**src/ncsc_pkg.sv**
```systemverilog
// constants for the oscillator channel select control block
// assumes an 8-bit register port on the internal converter clock
package ncsc_pkg;
	localparam int unsigned ADDR_W = 16;
	localparam int unsigned DATA_W = 8;
	localparam int unsigned CHAN_W = 4;
	localparam int unsigned MODE_W = 4;
	localparam logic [ADDR_W-1:0] OSC_CHAN_CTRL_ADDR = 16'h0354;
	localparam logic [DATA_W-1:0] OSC_CHAN_CTRL_RESET = 8'h00;
	localparam logic [DATA_W-1:0] UNMAPPED_READ = 8'h00;
	localparam int unsigned MODE_LSB = 4;
	localparam int unsigned MAP_LSB = 0;
	localparam logic [CHAN_W-1:0] CHAN_RESET = 4'h0;
	localparam logic [CHAN_W-1:0] CHAN_ONE = 4'h1;
	localparam logic [1:0] UPPER_ZERO = 2'h0;
	localparam logic [MODE_W-1:0] MODE_REGISTER = 4'h0;
	localparam logic [MODE_W-1:0] MODE_B0_A0 = 4'h1;
	localparam logic [MODE_W-1:0] MODE_B1_A1 = 4'h2;
	localparam logic [MODE_W-1:0] MODE_A1_A0 = 4'h3;
	localparam logic [MODE_W-1:0] MODE_B1_B0 = 4'h4;
	localparam logic [MODE_W-1:0] MODE_INTERLEAVE = 4'h5;
	localparam logic [MODE_W-1:0] MODE_GROUPED = 4'h6;
	localparam logic [MODE_W-1:0] MODE_EDGE_A0 = 4'h8;
	localparam logic [MODE_W-1:0] MODE_EDGE_A1 = 4'h9;
	localparam logic [MODE_W-1:0] MODE_EDGE_B0 = 4'hA;
	localparam logic [MODE_W-1:0] MODE_EDGE_B1 = 4'hB;
	localparam logic [1:0] PIN_A0 = 2'h0;
	localparam logic [1:0] PIN_A1 = 2'h1;
	localparam logic [1:0] PIN_B0 = 2'h2;
	localparam logic [1:0] PIN_B1 = 2'h3;
endpackage

```
**src/ncsc_edge_counter.sv**
```systemverilog
// edge-stepped channel counter with programmable wrap value
// assumes pins are already synchronous to sys_clk
`timescale 1ns/1ps
`default_nettype none
module ncsc_edge_counter (
	input wire logic sys_clk,
	input wire logic nrst,
	input wire logic [3:0] pins,
	input wire logic [1:0] pin_sel,
	input wire logic count_en,
	input wire logic [ncsc_pkg::CHAN_W-1:0] wrap_value,
	output logic [ncsc_pkg::CHAN_W-1:0] count
);
	logic [3:0] pins_prev_reg;
	logic [ncsc_pkg::CHAN_W-1:0] count_reg;
	logic rise;

	// history kept in every mode so entering an edge mode sees no false edge
	always_ff @(posedge sys_clk or negedge nrst) begin
		if (!nrst) begin
			pins_prev_reg <= 4'h0;
		end else begin
			pins_prev_reg <= pins;
		end
	end

	assign rise = pins[pin_sel] & ~pins_prev_reg[pin_sel];

	always_ff @(posedge sys_clk or negedge nrst) begin
		if (!nrst) begin
			count_reg <= ncsc_pkg::CHAN_RESET;
		end else if (count_en && rise) begin
			if (count_reg >= wrap_value) begin
				count_reg <= ncsc_pkg::CHAN_RESET;
			end else begin
				count_reg <= count_reg + ncsc_pkg::CHAN_ONE;
			end
		end
	end

	assign count = count_reg;
endmodule // ncsc_edge_counter
`default_nettype wire

```
**src/ncsc_top.sv**
```systemverilog
// channel source selection for the third downconverter path oscillator
// assumes an 8-bit register port and select pins synchronous to sys_clk
// outputs are registered; a pin change shows one cycle later, two in edge modes
`timescale 1ns/1ps
`default_nettype none
module ncsc_top (
	input wire logic sys_clk,
	input wire logic nrst,
	input wire logic [ncsc_pkg::ADDR_W-1:0] reg_addr,
	input wire logic [ncsc_pkg::DATA_W-1:0] reg_wdata,
	input wire logic reg_wr,
	input wire logic reg_rd,
	output logic [ncsc_pkg::DATA_W-1:0] reg_rdata,
	output logic reg_rdata_valid,
	input wire logic [ncsc_pkg::CHAN_W-1:0] path_channel_field,
	input wire logic select_a0,
	input wire logic select_a1,
	input wire logic select_b0,
	input wire logic select_b1,
	output logic [ncsc_pkg::CHAN_W-1:0] active_channel,
	output logic [ncsc_pkg::CHAN_W-1:0] map_channel
);
	logic [ncsc_pkg::DATA_W-1:0] ctrl_reg;
	logic [ncsc_pkg::CHAN_W-1:0] active_reg;
	logic [ncsc_pkg::CHAN_W-1:0] active_next;
	logic [ncsc_pkg::CHAN_W-1:0] map_reg;
	logic [ncsc_pkg::DATA_W-1:0] rdata_reg;
	logic rvalid_reg;
	logic [ncsc_pkg::MODE_W-1:0] mode;
	logic [ncsc_pkg::CHAN_W-1:0] wrap_value;
	logic [ncsc_pkg::CHAN_W-1:0] edge_count;
	logic [3:0] pins;
	logic [1:0] pin_sel;
	logic edge_mode;
	logic hit;
	logic ctrl_wr;
	logic reserved_mode;
	logic [ncsc_pkg::DATA_W-1:0] rdata_next;
	logic [ncsc_pkg::CHAN_W-1:0] pin_channel;

	// upper nibble picks the source, lower nibble is map channel and wrap
	assign mode = ctrl_reg[ncsc_pkg::MODE_LSB +: ncsc_pkg::MODE_W];
	assign wrap_value = ctrl_reg[ncsc_pkg::MAP_LSB +: ncsc_pkg::CHAN_W];
	assign hit = (reg_addr == ncsc_pkg::OSC_CHAN_CTRL_ADDR);
	assign ctrl_wr = reg_wr && hit;
	assign pins = {select_b1, select_b0, select_a1, select_a0};

	// control register write
	always_ff @(posedge sys_clk or negedge nrst) begin
		if (!nrst) begin
			ctrl_reg <= ncsc_pkg::OSC_CHAN_CTRL_RESET;
		end else if (ctrl_wr) begin
			ctrl_reg <= reg_wdata;
		end
	end

	// read data mux; unmapped addresses answer zero
	always_comb begin
		rdata_next = rdata_reg;
		if (reg_rd && hit) begin
			rdata_next = ctrl_reg;
		end else if (reg_rd) begin
			rdata_next = ncsc_pkg::UNMAPPED_READ;
		end
	end

	// data holds between reads so a slow reader still finds it
	always_ff @(posedge sys_clk or negedge nrst) begin
		if (!nrst) begin
			rdata_reg <= ncsc_pkg::UNMAPPED_READ;
		end else begin
			rdata_reg <= rdata_next;
		end
	end

	// valid is a one-cycle pulse per read strobe
	always_ff @(posedge sys_clk or negedge nrst) begin
		if (!nrst) begin
			rvalid_reg <= 1'b0;
		end else begin
			rvalid_reg <= reg_rd;
		end
	end

	// edge mode decode and pin choice
	always_comb begin
		edge_mode = 1'b1;
		pin_sel = ncsc_pkg::PIN_A0;
		case (mode)
			ncsc_pkg::MODE_EDGE_A0: begin
				pin_sel = ncsc_pkg::PIN_A0;
			end
			ncsc_pkg::MODE_EDGE_A1: begin
				pin_sel = ncsc_pkg::PIN_A1;
			end
			ncsc_pkg::MODE_EDGE_B0: begin
				pin_sel = ncsc_pkg::PIN_B0;
			end
			ncsc_pkg::MODE_EDGE_B1: begin
				pin_sel = ncsc_pkg::PIN_B1;
			end
			default: begin
				edge_mode = 1'b0;
			end
		endcase
	end

	// relies on one rising edge per wanted step
	// counter advances only in edge modes
	ncsc_edge_counter u_counter (
		.sys_clk(sys_clk),
		.nrst(nrst),
		.pins(pins),
		.pin_sel(pin_sel),
		.count_en(edge_mode),
		.wrap_value(wrap_value),
		.count(edge_count)
	);

	// channel formed straight from the pins, modes 1 to 6
	always_comb begin
		pin_channel = ncsc_pkg::CHAN_RESET;
		case (mode)
			ncsc_pkg::MODE_B0_A0: begin
				pin_channel = {ncsc_pkg::UPPER_ZERO, select_b0, select_a0};
			end
			ncsc_pkg::MODE_B1_A1: begin
				pin_channel = {ncsc_pkg::UPPER_ZERO, select_b1, select_a1};
			end
			ncsc_pkg::MODE_A1_A0: begin
				pin_channel = {ncsc_pkg::UPPER_ZERO, select_a1, select_a0};
			end
			ncsc_pkg::MODE_B1_B0: begin
				pin_channel = {ncsc_pkg::UPPER_ZERO, select_b1, select_b0};
			end
			ncsc_pkg::MODE_INTERLEAVE: begin
				pin_channel = {select_b1, select_a1, select_b0, select_a0};
			end
			ncsc_pkg::MODE_GROUPED: begin
				pin_channel = {select_b1, select_b0, select_a1, select_a0};
			end
			default: begin
				pin_channel = ncsc_pkg::CHAN_RESET;
			end
		endcase
	end

	// source selection per mode
	always_comb begin
		active_next = active_reg;
		case (mode)
			ncsc_pkg::MODE_REGISTER: begin
				active_next = path_channel_field;
			end
			ncsc_pkg::MODE_B0_A0, ncsc_pkg::MODE_B1_A1, ncsc_pkg::MODE_A1_A0,
			ncsc_pkg::MODE_B1_B0, ncsc_pkg::MODE_INTERLEAVE, ncsc_pkg::MODE_GROUPED: begin
				active_next = pin_channel;
			end
			ncsc_pkg::MODE_EDGE_A0, ncsc_pkg::MODE_EDGE_A1,
			ncsc_pkg::MODE_EDGE_B0, ncsc_pkg::MODE_EDGE_B1: begin
				active_next = edge_count;
			end
			default: begin
				active_next = active_reg;
			end
		endcase
	end

	// any code outside the defined set is reserved
	always_comb begin
		reserved_mode = 1'b0;
		case (mode)
			ncsc_pkg::MODE_REGISTER, ncsc_pkg::MODE_B0_A0, ncsc_pkg::MODE_B1_A1,
			ncsc_pkg::MODE_A1_A0, ncsc_pkg::MODE_B1_B0, ncsc_pkg::MODE_INTERLEAVE,
			ncsc_pkg::MODE_GROUPED, ncsc_pkg::MODE_EDGE_A0, ncsc_pkg::MODE_EDGE_A1,
			ncsc_pkg::MODE_EDGE_B0, ncsc_pkg::MODE_EDGE_B1: begin
				reserved_mode = 1'b0;
			end
			default: begin
				reserved_mode = 1'b1;
			end
		endcase
	end

	always_ff @(posedge sys_clk or negedge nrst) begin
		if (!nrst) begin
			active_reg <= ncsc_pkg::CHAN_RESET;
		end else if (!reserved_mode) begin
			active_reg <= active_next;
		end
	end

	always_ff @(posedge sys_clk or negedge nrst) begin
		if (!nrst) begin
			map_reg <= ncsc_pkg::CHAN_RESET;
		end else begin
			map_reg <= wrap_value;
		end
	end

	// every output straight from a flip-flop
	assign active_channel = active_reg;
	assign map_channel = map_reg;
	assign reg_rdata = rdata_reg;
	assign reg_rdata_valid = rvalid_reg;
endmodule // ncsc_top
`default_nettype wire

```
**config.mk**
```make
export PLATFORM = sky130hd
export DESIGN_NAME = ncsc_top
export DESIGN_NICKNAME = d
export VERILOG_FILES = /design/src/ncsc_pkg.sv /design/src/ncsc_edge_counter.sv /design/src/ncsc_top.sv
export SDC_FILE = /design/constraint.sdc
export NUM_CORES = 1
export LEC_CHECK = 0
export ABC_AREA = 1
export BUFFER_PORTS_ARGS = -buffer_cell sky130_fd_sc_hd__clkbuf_2
export CAP_MARGIN = 10
export CORE_MARGIN = 2
export CORE_UTILIZATION = 40
export DETAILED_ROUTE_END_ITERATION = 8
export PLACE_DENSITY = 0.63
export RECOVER_POWER = 50
export SLEW_MARGIN = 10
export SYNTH_ARGS = -nofsm -noshare
export SYNTH_HDL_FRONTEND = slang
export SYNTH_SLANG_ARGS = --single-unit
```
**constraint.sdc**
```tcl
create_clock -name sys_clk -period 1.6 [get_ports sys_clk]
set_input_delay 0 -clock sys_clk [delete_from_list [all_inputs] [get_ports sys_clk]]
set_output_delay 0 -clock sys_clk [all_outputs]
set_load 0.01 [all_outputs]
```
==> results of run 1 <==
==> worst max-delay path, cell delays in order, from the launching register on <==
cell and delay [ns]:
dfrtp_1 0.44, ha_1 0.31, inv_1 0.06, nor2_1 0.03, o21ai_0 0.13, nand3_1 0.17, nor2_1 0.14, nand2_1 0.06
nand2_1 0.05
==> report_power, final <==
part	switching, mW	internal, mW	total (mW)
logic	0.0635	0.0682	0.132
registers	0.00443	0.845	0.850
clock network	0.333	0.627	0.960
total	0.401	1.54	1.94
==> worst paths after layout <==
check / end / slack (ns) / cells past startpoint
worst max-delay path: u_counter.count[0] / 0.15 / 8
worst min-delay path: active_channel[3] / 0.04 / 5
worst max register to register: u_counter.count[0] / 0.15 / 8
worst min register to register: map_channel[2] / 0.40 / 0
max in group asynchronous: active_channel[1] / 0.39 / 3
min in group asynchronous: reg_rdata[4] / 0.28 / 2
==> cell type report <==
class	count	share of cell area, %
Clock inverter	3	2.99
Multi-Input combinational cell	144	32.8
Tap cell	50	2.71
Timing Repair Buffer	68	17.4
Clock buffer	5	2.99
Sequential cell	33	35.8
Inverter	32	5.21
==> per-stage QoR <==
stage               std cells  utilization, %  hold WS [ns]  setup slack, ns
finish                    335            56.8        0.0399            0.154
detailed placement        313            50.3       -0.0764            0.164
global placement          313            50.3       -0.0751            0.241
CTS                       335            57.1        0.0378            0.149
floorplan                 211               -        -0.296            0.330
global route              335            56.8        0.0739           0.0116
==> routing by layer <==
layer  vias up  routed length [um]  part of all wire (%)  GRT usage (%)
li1        804                   -                     -              -
met1       688                1760                    46           20.1
met2        23                1860                    49           29.3
met3         7                 130                   3.4           3.92
met4         0                  72                   1.9           7.19
met5         -                   0                     0              0
==> placed cells by master, fill, tap and decap left out, drive strengths merged, types with 2 or more instances in the layout <==
master,Yosys,final
nand2,63,63
clkbuf,0,59
dfrtp,33,33
inv,32,33
nor2,29,29
o21ai,21,21
dlygate4sd3,0,14
nand3,12,12
nand4,5,5
ha,5,5
a21oi,4,4
nand3b,3,3
bufinv,0,2
==> cells by family after synthesis <==
logic type / after synthesis
buf+inv: 34
simple gates: 112
compound gates: 25
xor+xnor: 2
flops: 33
fa+ha+maj: 5
==> flow_metrics.tcl, run 1 <==
set metrics [dict create \
    die_h_um 69.6 \
    rr_startpoint "u_counter.count[1]" \
    clk_pin_slew_ns 0.07 \
    cts-root-buf "clkbuf_8" \
    portBuffers 52 \
    placed_area_mm2 0.00204 \
    yosys.cell_types.count 22 \
    track_usage_pct 16.9 \
    power_density_mw_per_mm2 842 \
    cts_tree "built" \
    drv_slew 0 \
    synth_top_family_by_area "simple AND/OR/NAND/NOR gates" \
    leakagePower_nw 1.24 \
    fin_nets 325 \
    grt_first_pass_wirelength_um 6470 \
    post_cts_buffers 0 \
    grt_max_degree 17 \
    maxCapViolCount 0 \
    post-route-period-util_pct 90.4 \
    syn_inst 211 \
    fp-row-count 23 \
    rsz0062_at_grt "false" \
    drt-total-wl_um 3820 \
    seq_area_um2 826 \
    fin_crit_ns 1.45 \
    synth_ff_type "dfrtp_1" \
    layout-drive-gt1-share_pct 27.7 \
    gp_congestion 0.795 \
    hold_violations 0 \
    core-area_mm2 0.00406 \
    yosysSeqAreaShare_pct 48.0 \
    cts_hold_buf 14 \
    fp.dieArea_mm2 0.00484 \
    synth_edf_count 0 \
    drc 0 \
    synthMostInstantiatedCell "nand2_1" \
    synth_xor_area_share_pct 1.02 \
    areaGrowthSynthToFinish_pct 33.9 \
    status "completed" \
    antenna_found_initial 0 \
    initial_core_util_pct 42.4 \
    numCtsBuffers 5 \
    synth_compound_area_share_pct 9.45 \
    insertion_delay_ns 0.29 \
    htree_levels 2 \
    yosysTopAreaCell "dfrtp_1" \
    crit_fanout 5 \
    first_pass_iters 4 \
    avgViaCountPerCell 4.54 \
    dp_hpwl_um 2910 \
    die_x_um 69.6 \
    grt_pass1_vias 1496 \
    async_flop_share_pct 100 \
    clock_sinks 33 \
    clock.fmax_mhz 692 \
    synth.top_cell.area_share_pct 48.0 \
    synth-simple-area-share_pct 29.9 \
    critical_path.startpoint_type "flop" \
    hold_path_class "input pin to flop" \
    crit_type "flop to flop" \
    muxShareOfSynthArea_pct 0 \
    required_ns 1.84 \
    clockBufferDepth 2 \
    insertedDiodeCount 0 \
    synth.avg_cell_area_um2 8.16 \
    ys_warn_count 0 \
    finalClockSkew_ns 0.00738 \
    cts_resized 0 \
    num-fill-cells 387 \
    drt_iter0_markers 94 \
    synth_fa_ha_area_share_pct 3.63 \
    wl_per_cell_um 11.4 \
    vias 1522 \
    worstMarginPinSlew_ns 0.760 \
    hp-start "path_channel_field[3]" \
    gr-total-overflow 0 \
    crit_start "u_counter.count[1]" \
    tns_ns 0 \
    pin_count 53 \
    slew_headroom_pct 49.3 \
    synth_common_cells "60 x nand2_1, 33 x dfrtp_1, 27 x inv_1, 24 x nor2_1, 11 x nand3_1" \
    ys_ff_latch 33 \
    synth.area.top_cells "dfrtp_1 48%, nand2_1 13%, inv_1 5.9%, nor2_1 5.2%, o21ai_2 5.1%" \
    synth_nets 252 \
    setup_violations 0 \
    syn_area_mm2 0.00172 \
    endpoint_kind "flop" \
    drtAntennaViolNets 0 \
    finalPower_mw 1.94 \
    multiInputGateArea_um2 757 \
    peakVddDrop_v 0.000479 \
    cp.arrival_ns 1.68 \
    stdcell_area_mm2 0.00230 \
]
Note: power is estimated with default switching activity, not from simulation.
==> run 2: changes to the inputs <==
--- a/config.mk
+++ b/config.mk
@@ -9,9 +9,9 @@
 export BUFFER_PORTS_ARGS = -buffer_cell sky130_fd_sc_hd__clkbuf_2
 export CAP_MARGIN = 10
 export CORE_MARGIN = 2
-export CORE_UTILIZATION = 40
+export CORE_UTILIZATION = 50
 export DETAILED_ROUTE_END_ITERATION = 8
-export PLACE_DENSITY = 0.63
+export PLACE_DENSITY = 0.76
 export RECOVER_POWER = 50
 export SLEW_MARGIN = 10
 export SYNTH_ARGS = -nofsm -noshare
==> flow_metrics.tcl, run 2 (synthesized netlist as in run 1, its figures left out) <==
set metrics [dict create \
    pin_count 53 \
    leakagePower_nw 1.22 \
    grt_max_degree 24 \
    drv_slew 0 \
    clock.fmax_mhz 705 \
    drtAntennaViolNets 0 \
    insertedDiodeCount 0 \
    post-route-period-util_pct 88.6 \
    die_x_um 62.7 \
    layout_commonest_cell "nand2_1" \
    seq_area_um2 826 \
    slew_headroom_pct 18.8 \
    numCtsBuffers 5 \
    worstMarginPinSlew_ns 1.22 \
    fin_crit_ns 1.42 \
    post_cts_buffers 0 \
    clock_sinks 33 \
    track_usage_pct 21.9 \
    clk_pin_slew_ns 0.10 \
    wl_per_cell_um 11.1 \
    peakVddDrop_v 0.000561 \
    stdcell_area_mm2 0.00227 \
    regToRegSetupSlack_ns 0.18 \
    drt_iter0_markers 71 \
    power_density_mw_per_mm2 729 \
    htree_levels 2 \
    multiInputGateArea_um2 757 \
    hold_path_class "input pin to flop" \
    portBuffers 52 \
    cp.arrival_ns 1.70 \
    rsz0062_at_grt "false" \
    required_ns 1.88 \
    grt_pass1_vias 1595 \
    finalClockSkew_ns 0.00922 \
    setup_violations 0 \
    crit_fanout 4 \
    dp_hpwl_um 2700 \
    fin_nets 327 \
    drc 0 \
    crit_type "flop to flop" \
    first_pass_iters 4 \
    grt_first_pass_wirelength_um 6710 \
    gr-total-overflow 0 \
    areaGrowthSynthToFinish_pct 32.0 \
    antenna_found_initial 0 \
    cts-root-buf "clkbuf_4" \
    critical_path.startpoint_type "flop" \
    endpoint_kind "flop" \
    num-fill-cells 302 \
    status "completed" \
    gp_congestion 0.879 \
    maxCapViolCount 0 \
    insertion_delay_ns 0.35 \
    drt-total-wl_um 3700 \
    tns_ns 0 \
    placed_area_mm2 0.00204 \
    fp-row-count 21 \
    hold_violations 0 \
    cts_tree "built" \
    layout_common_cells "60 x nand2_1, 48 x clkbuf_2, 33 x dfrtp_1" \
    clockBufferDepth 2 \
    fp.dieArea_mm2 0.00393 \
    core-area_mm2 0.00331 \
    vias 1573 \
    avgViaCountPerCell 4.72 \
    layout-drive-gt1-share_pct 27.9 \
    die_h_um 62.7 \
    initial_core_util_pct 52.0 \
]
==> run 2: cell types whose count changed in the layout (fill, tap and decap cells not counted) <==
cell and change:
clkbuf_2 +1, clkbuf_1 -1, clkinvlp_4 +1, inv_6 -1, clkbuf_4 +5, dlygate4sd3_1 +2
bufinv_16 -1, clkbuf_8 -4
==> run 2: path summary, 6_finish.rpt <==
check	cells after the start	end	startpoint
min reg2reg	0	map_channel[3]	ctrl_reg[3]
max reg2reg	9	u_counter.count[1]	ctrl_reg[1]
min in group asynchronous	2	reg_rdata_valid	nrst
max in group asynchronous	3	active_channel[2]	nrst
min	5	active_channel[1]	path_channel_field[1]
max	9	u_counter.count[1]	ctrl_reg[1]
==> run 2: final cells by class <==
cell class | count | share of cell area [%]
clock buffer | 6 | 2.26
clock inverter | 2 | 1.65
inverter | 32 | 5.29
multi-input combinational | 144 | 33.3
sequential | 33 | 36.3
tap | 46 | 2.53
timing repair buffer | 70 | 18.6
==> run 2: report_power, final <==
part	switching (mW)	leakage (nW)	internal, mW
combinational	0.0650	0.738	0.0718
clock	0.299	0.0445	0.371
sequential	0.00409	0.440	0.845
==> run 2: metal layers <==
layer  global-route usage (%)  up-vias  routed length [um]
met1                     25.6      724                1680
met5                        0        -                   0
met2                     38.2       25                1830
met4                     9.17        0                  89
met3                     5.41        7                 106
li1                         -      817                   -
==> run 2: repair_timing <==
action,4_1_cts,5_1_grt
gates resized for setup,0,0
hold buffers,16,0
endpoints found under the hold margin,36,0
==> run 2: worst max-delay path: stages, from the launching register on <==
cell and delay, ns:
dfrtp_1 0.38, inv_1 0.07, ha_1 0.30, inv_1 0.06
nor2_1 0.03, o21ai_0 0.14, nand3_1 0.15, nor2_1 0.12
nand2_1 0.06, nand2_1 0.06
==> run 2: metrics by stage <==
stage / std cells / total power, mW / utilization (%) / setup slack, ns / hold slack, ns
after detailed placement: 309 / 0.976 / 61.5 / 0.182 / 0.0194
final: 333 / 1.66 / 68.6 / 0.183 / 0.0346
after global routing: 333 / 1.73 / 68.6 / 0.00638 / 0.0757
after CTS: 333 / 1.67 / 69.0 / 0.155 / 0.0235
after global placement: 309 / 0.973 / 61.5 / 0.256 / 0.0161
after floorplan: 211 / 0.898 / - / 0.330 / -0.296
==> run 3: changes to the inputs <==
--- a/config.mk
+++ b/config.mk
@@ -6,11 +6,13 @@
 export NUM_CORES = 1
 export LEC_CHECK = 0
 export ABC_AREA = 1
-export BUFFER_PORTS_ARGS = -buffer_cell sky130_fd_sc_hd__clkbuf_2
 export CAP_MARGIN = 10
+export CELL_PAD_IN_SITES_DETAIL_PLACEMENT = 0
+export CELL_PAD_IN_SITES_GLOBAL_PLACEMENT = 1
 export CORE_MARGIN = 2
-export CORE_UTILIZATION = 50
+export CORE_UTILIZATION = 45
 export DETAILED_ROUTE_END_ITERATION = 8
+export DONT_BUFFER_PORTS = 1
 export PLACE_DENSITY = 0.76
 export RECOVER_POWER = 50
 export SLEW_MARGIN = 10
==> flow_metrics.tcl, run 3 (synthesized netlist as in run 1, its figures left out) <==
set metrics [dict create \
    crit_path_max_incr_delay_ns 0.44 \
    clock.fmax_mhz 684 \
    grtUsageMet2_pct 35.0 \
    insertedDiodeCount 0 \
    dp_hpwl_um 2760 \
    avgViaCountPerCell 4.89 \
    drt_iter0_markers 87 \
    cp.arrival_ns 1.69 \
    clockBufferDepth 2 \
    grt_util_met1_pct 24.3 \
    post-route-period-util_pct 91.4 \
    drc 0 \
    cts-root-buf "clkbuf_8" \
    gp_congestion 0.786 \
    required_ns 1.83 \
    track_usage_pct 20.6 \
    portBuffers 0 \
    slew_headroom_pct 46.4 \
    layout-drive-gt1-share_pct 14.9 \
    crit_fanout 5 \
    worst_path_max_delay_cell "dfrtp_1" \
    drv_slew 0 \
    cts_tree "built" \
    setup_violations 0 \
    fin_nets 275 \
    insertion_delay_ns 0.29 \
    die_h_um 65.9 \
    top_usage_layer "met2" \
    grt_max_degree 34 \
    antenna_found_initial 0 \
    wl_per_cell_um 13.2 \
    gr-total-overflow 0 \
    tns_ns 0 \
    rsz0062_at_grt "false" \
    clock_sinks 33 \
    maxCapViolCount 0 \
    status "completed" \
    drt-total-wl_um 3730 \
    die_x_um 65.9 \
    vias 1383 \
    worstMarginPinSlew_ns 0.804 \
    peakVddDrop_v 0.000474 \
    layout_setup_ws_ns 0.138 \
    htree_levels 2 \
    first_pass_iters 4 \
    drtAntennaViolNets 0 \
    crit_type "flop to flop" \
    fin_crit_ns 1.46 \
    power_density_mw_per_mm2 840 \
    preCtsSetupSlack_ns 0.114 \
    leakagePower_nw 1.03 \
    path_cells "ha_1 -> inv_1 -> nor2_1 -> o21ai_1 -> nand3_2 -> nor2_1 -> nand2_1 -> nand2_1" \
    core-area_mm2 0.00366 \
    critical_path.startpoint_type "flop" \
    numCtsBuffers 5 \
    grt_first_pass_wirelength_um 6630 \
    num-fill-cells 360 \
    areaGrowthSynthToFinish_pct 19.4 \
    grt_pass1_vias 1503 \
    layout_common_cells "60 x nand2_1, 33 x dfrtp_1, 27 x inv_1" \
    finalClockSkew_ns 0.00848 \
    initial_core_util_pct 47.0 \
    pin_count 53 \
    hold_path_class "input pin to flop" \
    hold_violations 0 \
    endpoint_kind "flop" \
    layout_commonest_cell "nand2_1" \
    use_met3_pct 4.77 \
    fp.dieArea_mm2 0.00434 \
    clk_pin_slew_ns 0.07 \
    fp-row-count 22 \
]
## run 3: cell count changes in the layout (fill, tap and decap cells not counted), moves of 4 or more
cell	previous run	this run
clkbuf_4	5	0
clkbuf_8	1	5
clkbuf_2	48	1
clkbuf_1	6	0
## run 3: layer usage
layer | vias to the layer above | share of wire [%]
met1 | 639 | 41
met2 | 29 | 52
met4 | 0 | 2.4
met5 | - | 0
li1 | 705 | -
met3 | 10 | 4.2
## run 3: metrics by stage
step / instances / cell area [um^2] / power (mW) / utilization, % / hold WS [ns]
finish: 283 / 2060 / 1.73 / 56.2 / 0.00442
global route: 283 / 2060 / 1.80 / 56.2 / 0.0395
CTS: 282 / 2060 / 1.75 / 56.2 / 0.00358
detailed placement: 257 / 1760 / 0.905 / 48.2 / -0.295
global placement: 257 / 1760 / 0.904 / 48.2 / -0.295
floorplan: 211 / 1720 / 0.898 / - / -0.296
## run 3: worst paths after layout
path / end / slack [ns] / depth (start not counted) / start
worst max register to register: u_counter.count[2] / 0.14 / 8 / u_counter.count[1]
worst min register to register: map_channel[3] / 0.40 / 0 / ctrl_reg[3]
max in group asynchronous: active_channel[2] / 0.75 / 2 / nrst
worst max-delay path: u_counter.count[2] / 0.14 / 8 / u_counter.count[1]
worst min-delay path: active_channel[0] / 0.004 / 4 / path_channel_field[0]
min in group asynchronous: reg_rdata[6] / 0.33 / 2 / nrst
## run 3: cell type report
type                       count  area, um^2  share of cell area, %
clock inverter                 3        46.3                   2.25
multi-input combinational    144         762                   37.1
tap                           48        60.1                   2.92
inverter                      32         120                   5.84
sequential                    33         826                   40.2
clock buffer                   5        68.8                   3.35
timing repair buffer          18         173                   8.40
## run 3: critical path, delay by kind of cell (launching register included)
family,cells,cell delay (ns)
DFF,1,0.44
and+or+nand+nor,5,0.43
AOI/OAI and AO/OA,1,0.15
adders and majority gates,1,0.31
buffers and inverters,1,0.06
## run 3: repair_timing
item / CTS / global route
gates resized for setup: 0 / 2
setup buffers: 0 / 1
hold endpoints to repair: 51 / 0
hold buffers: 17 / 0
setup endpoints to repair: 0 / 2
## run 3: power by group
part / switching, mW / internal (mW) / total [mW]
clock: 0.324 / 0.466 / 0.789
sequential: 0.00852 / 0.846 / 0.854
combinational: 0.0443 / 0.0399 / 0.0842
total: 0.377 / 1.35 / 1.73
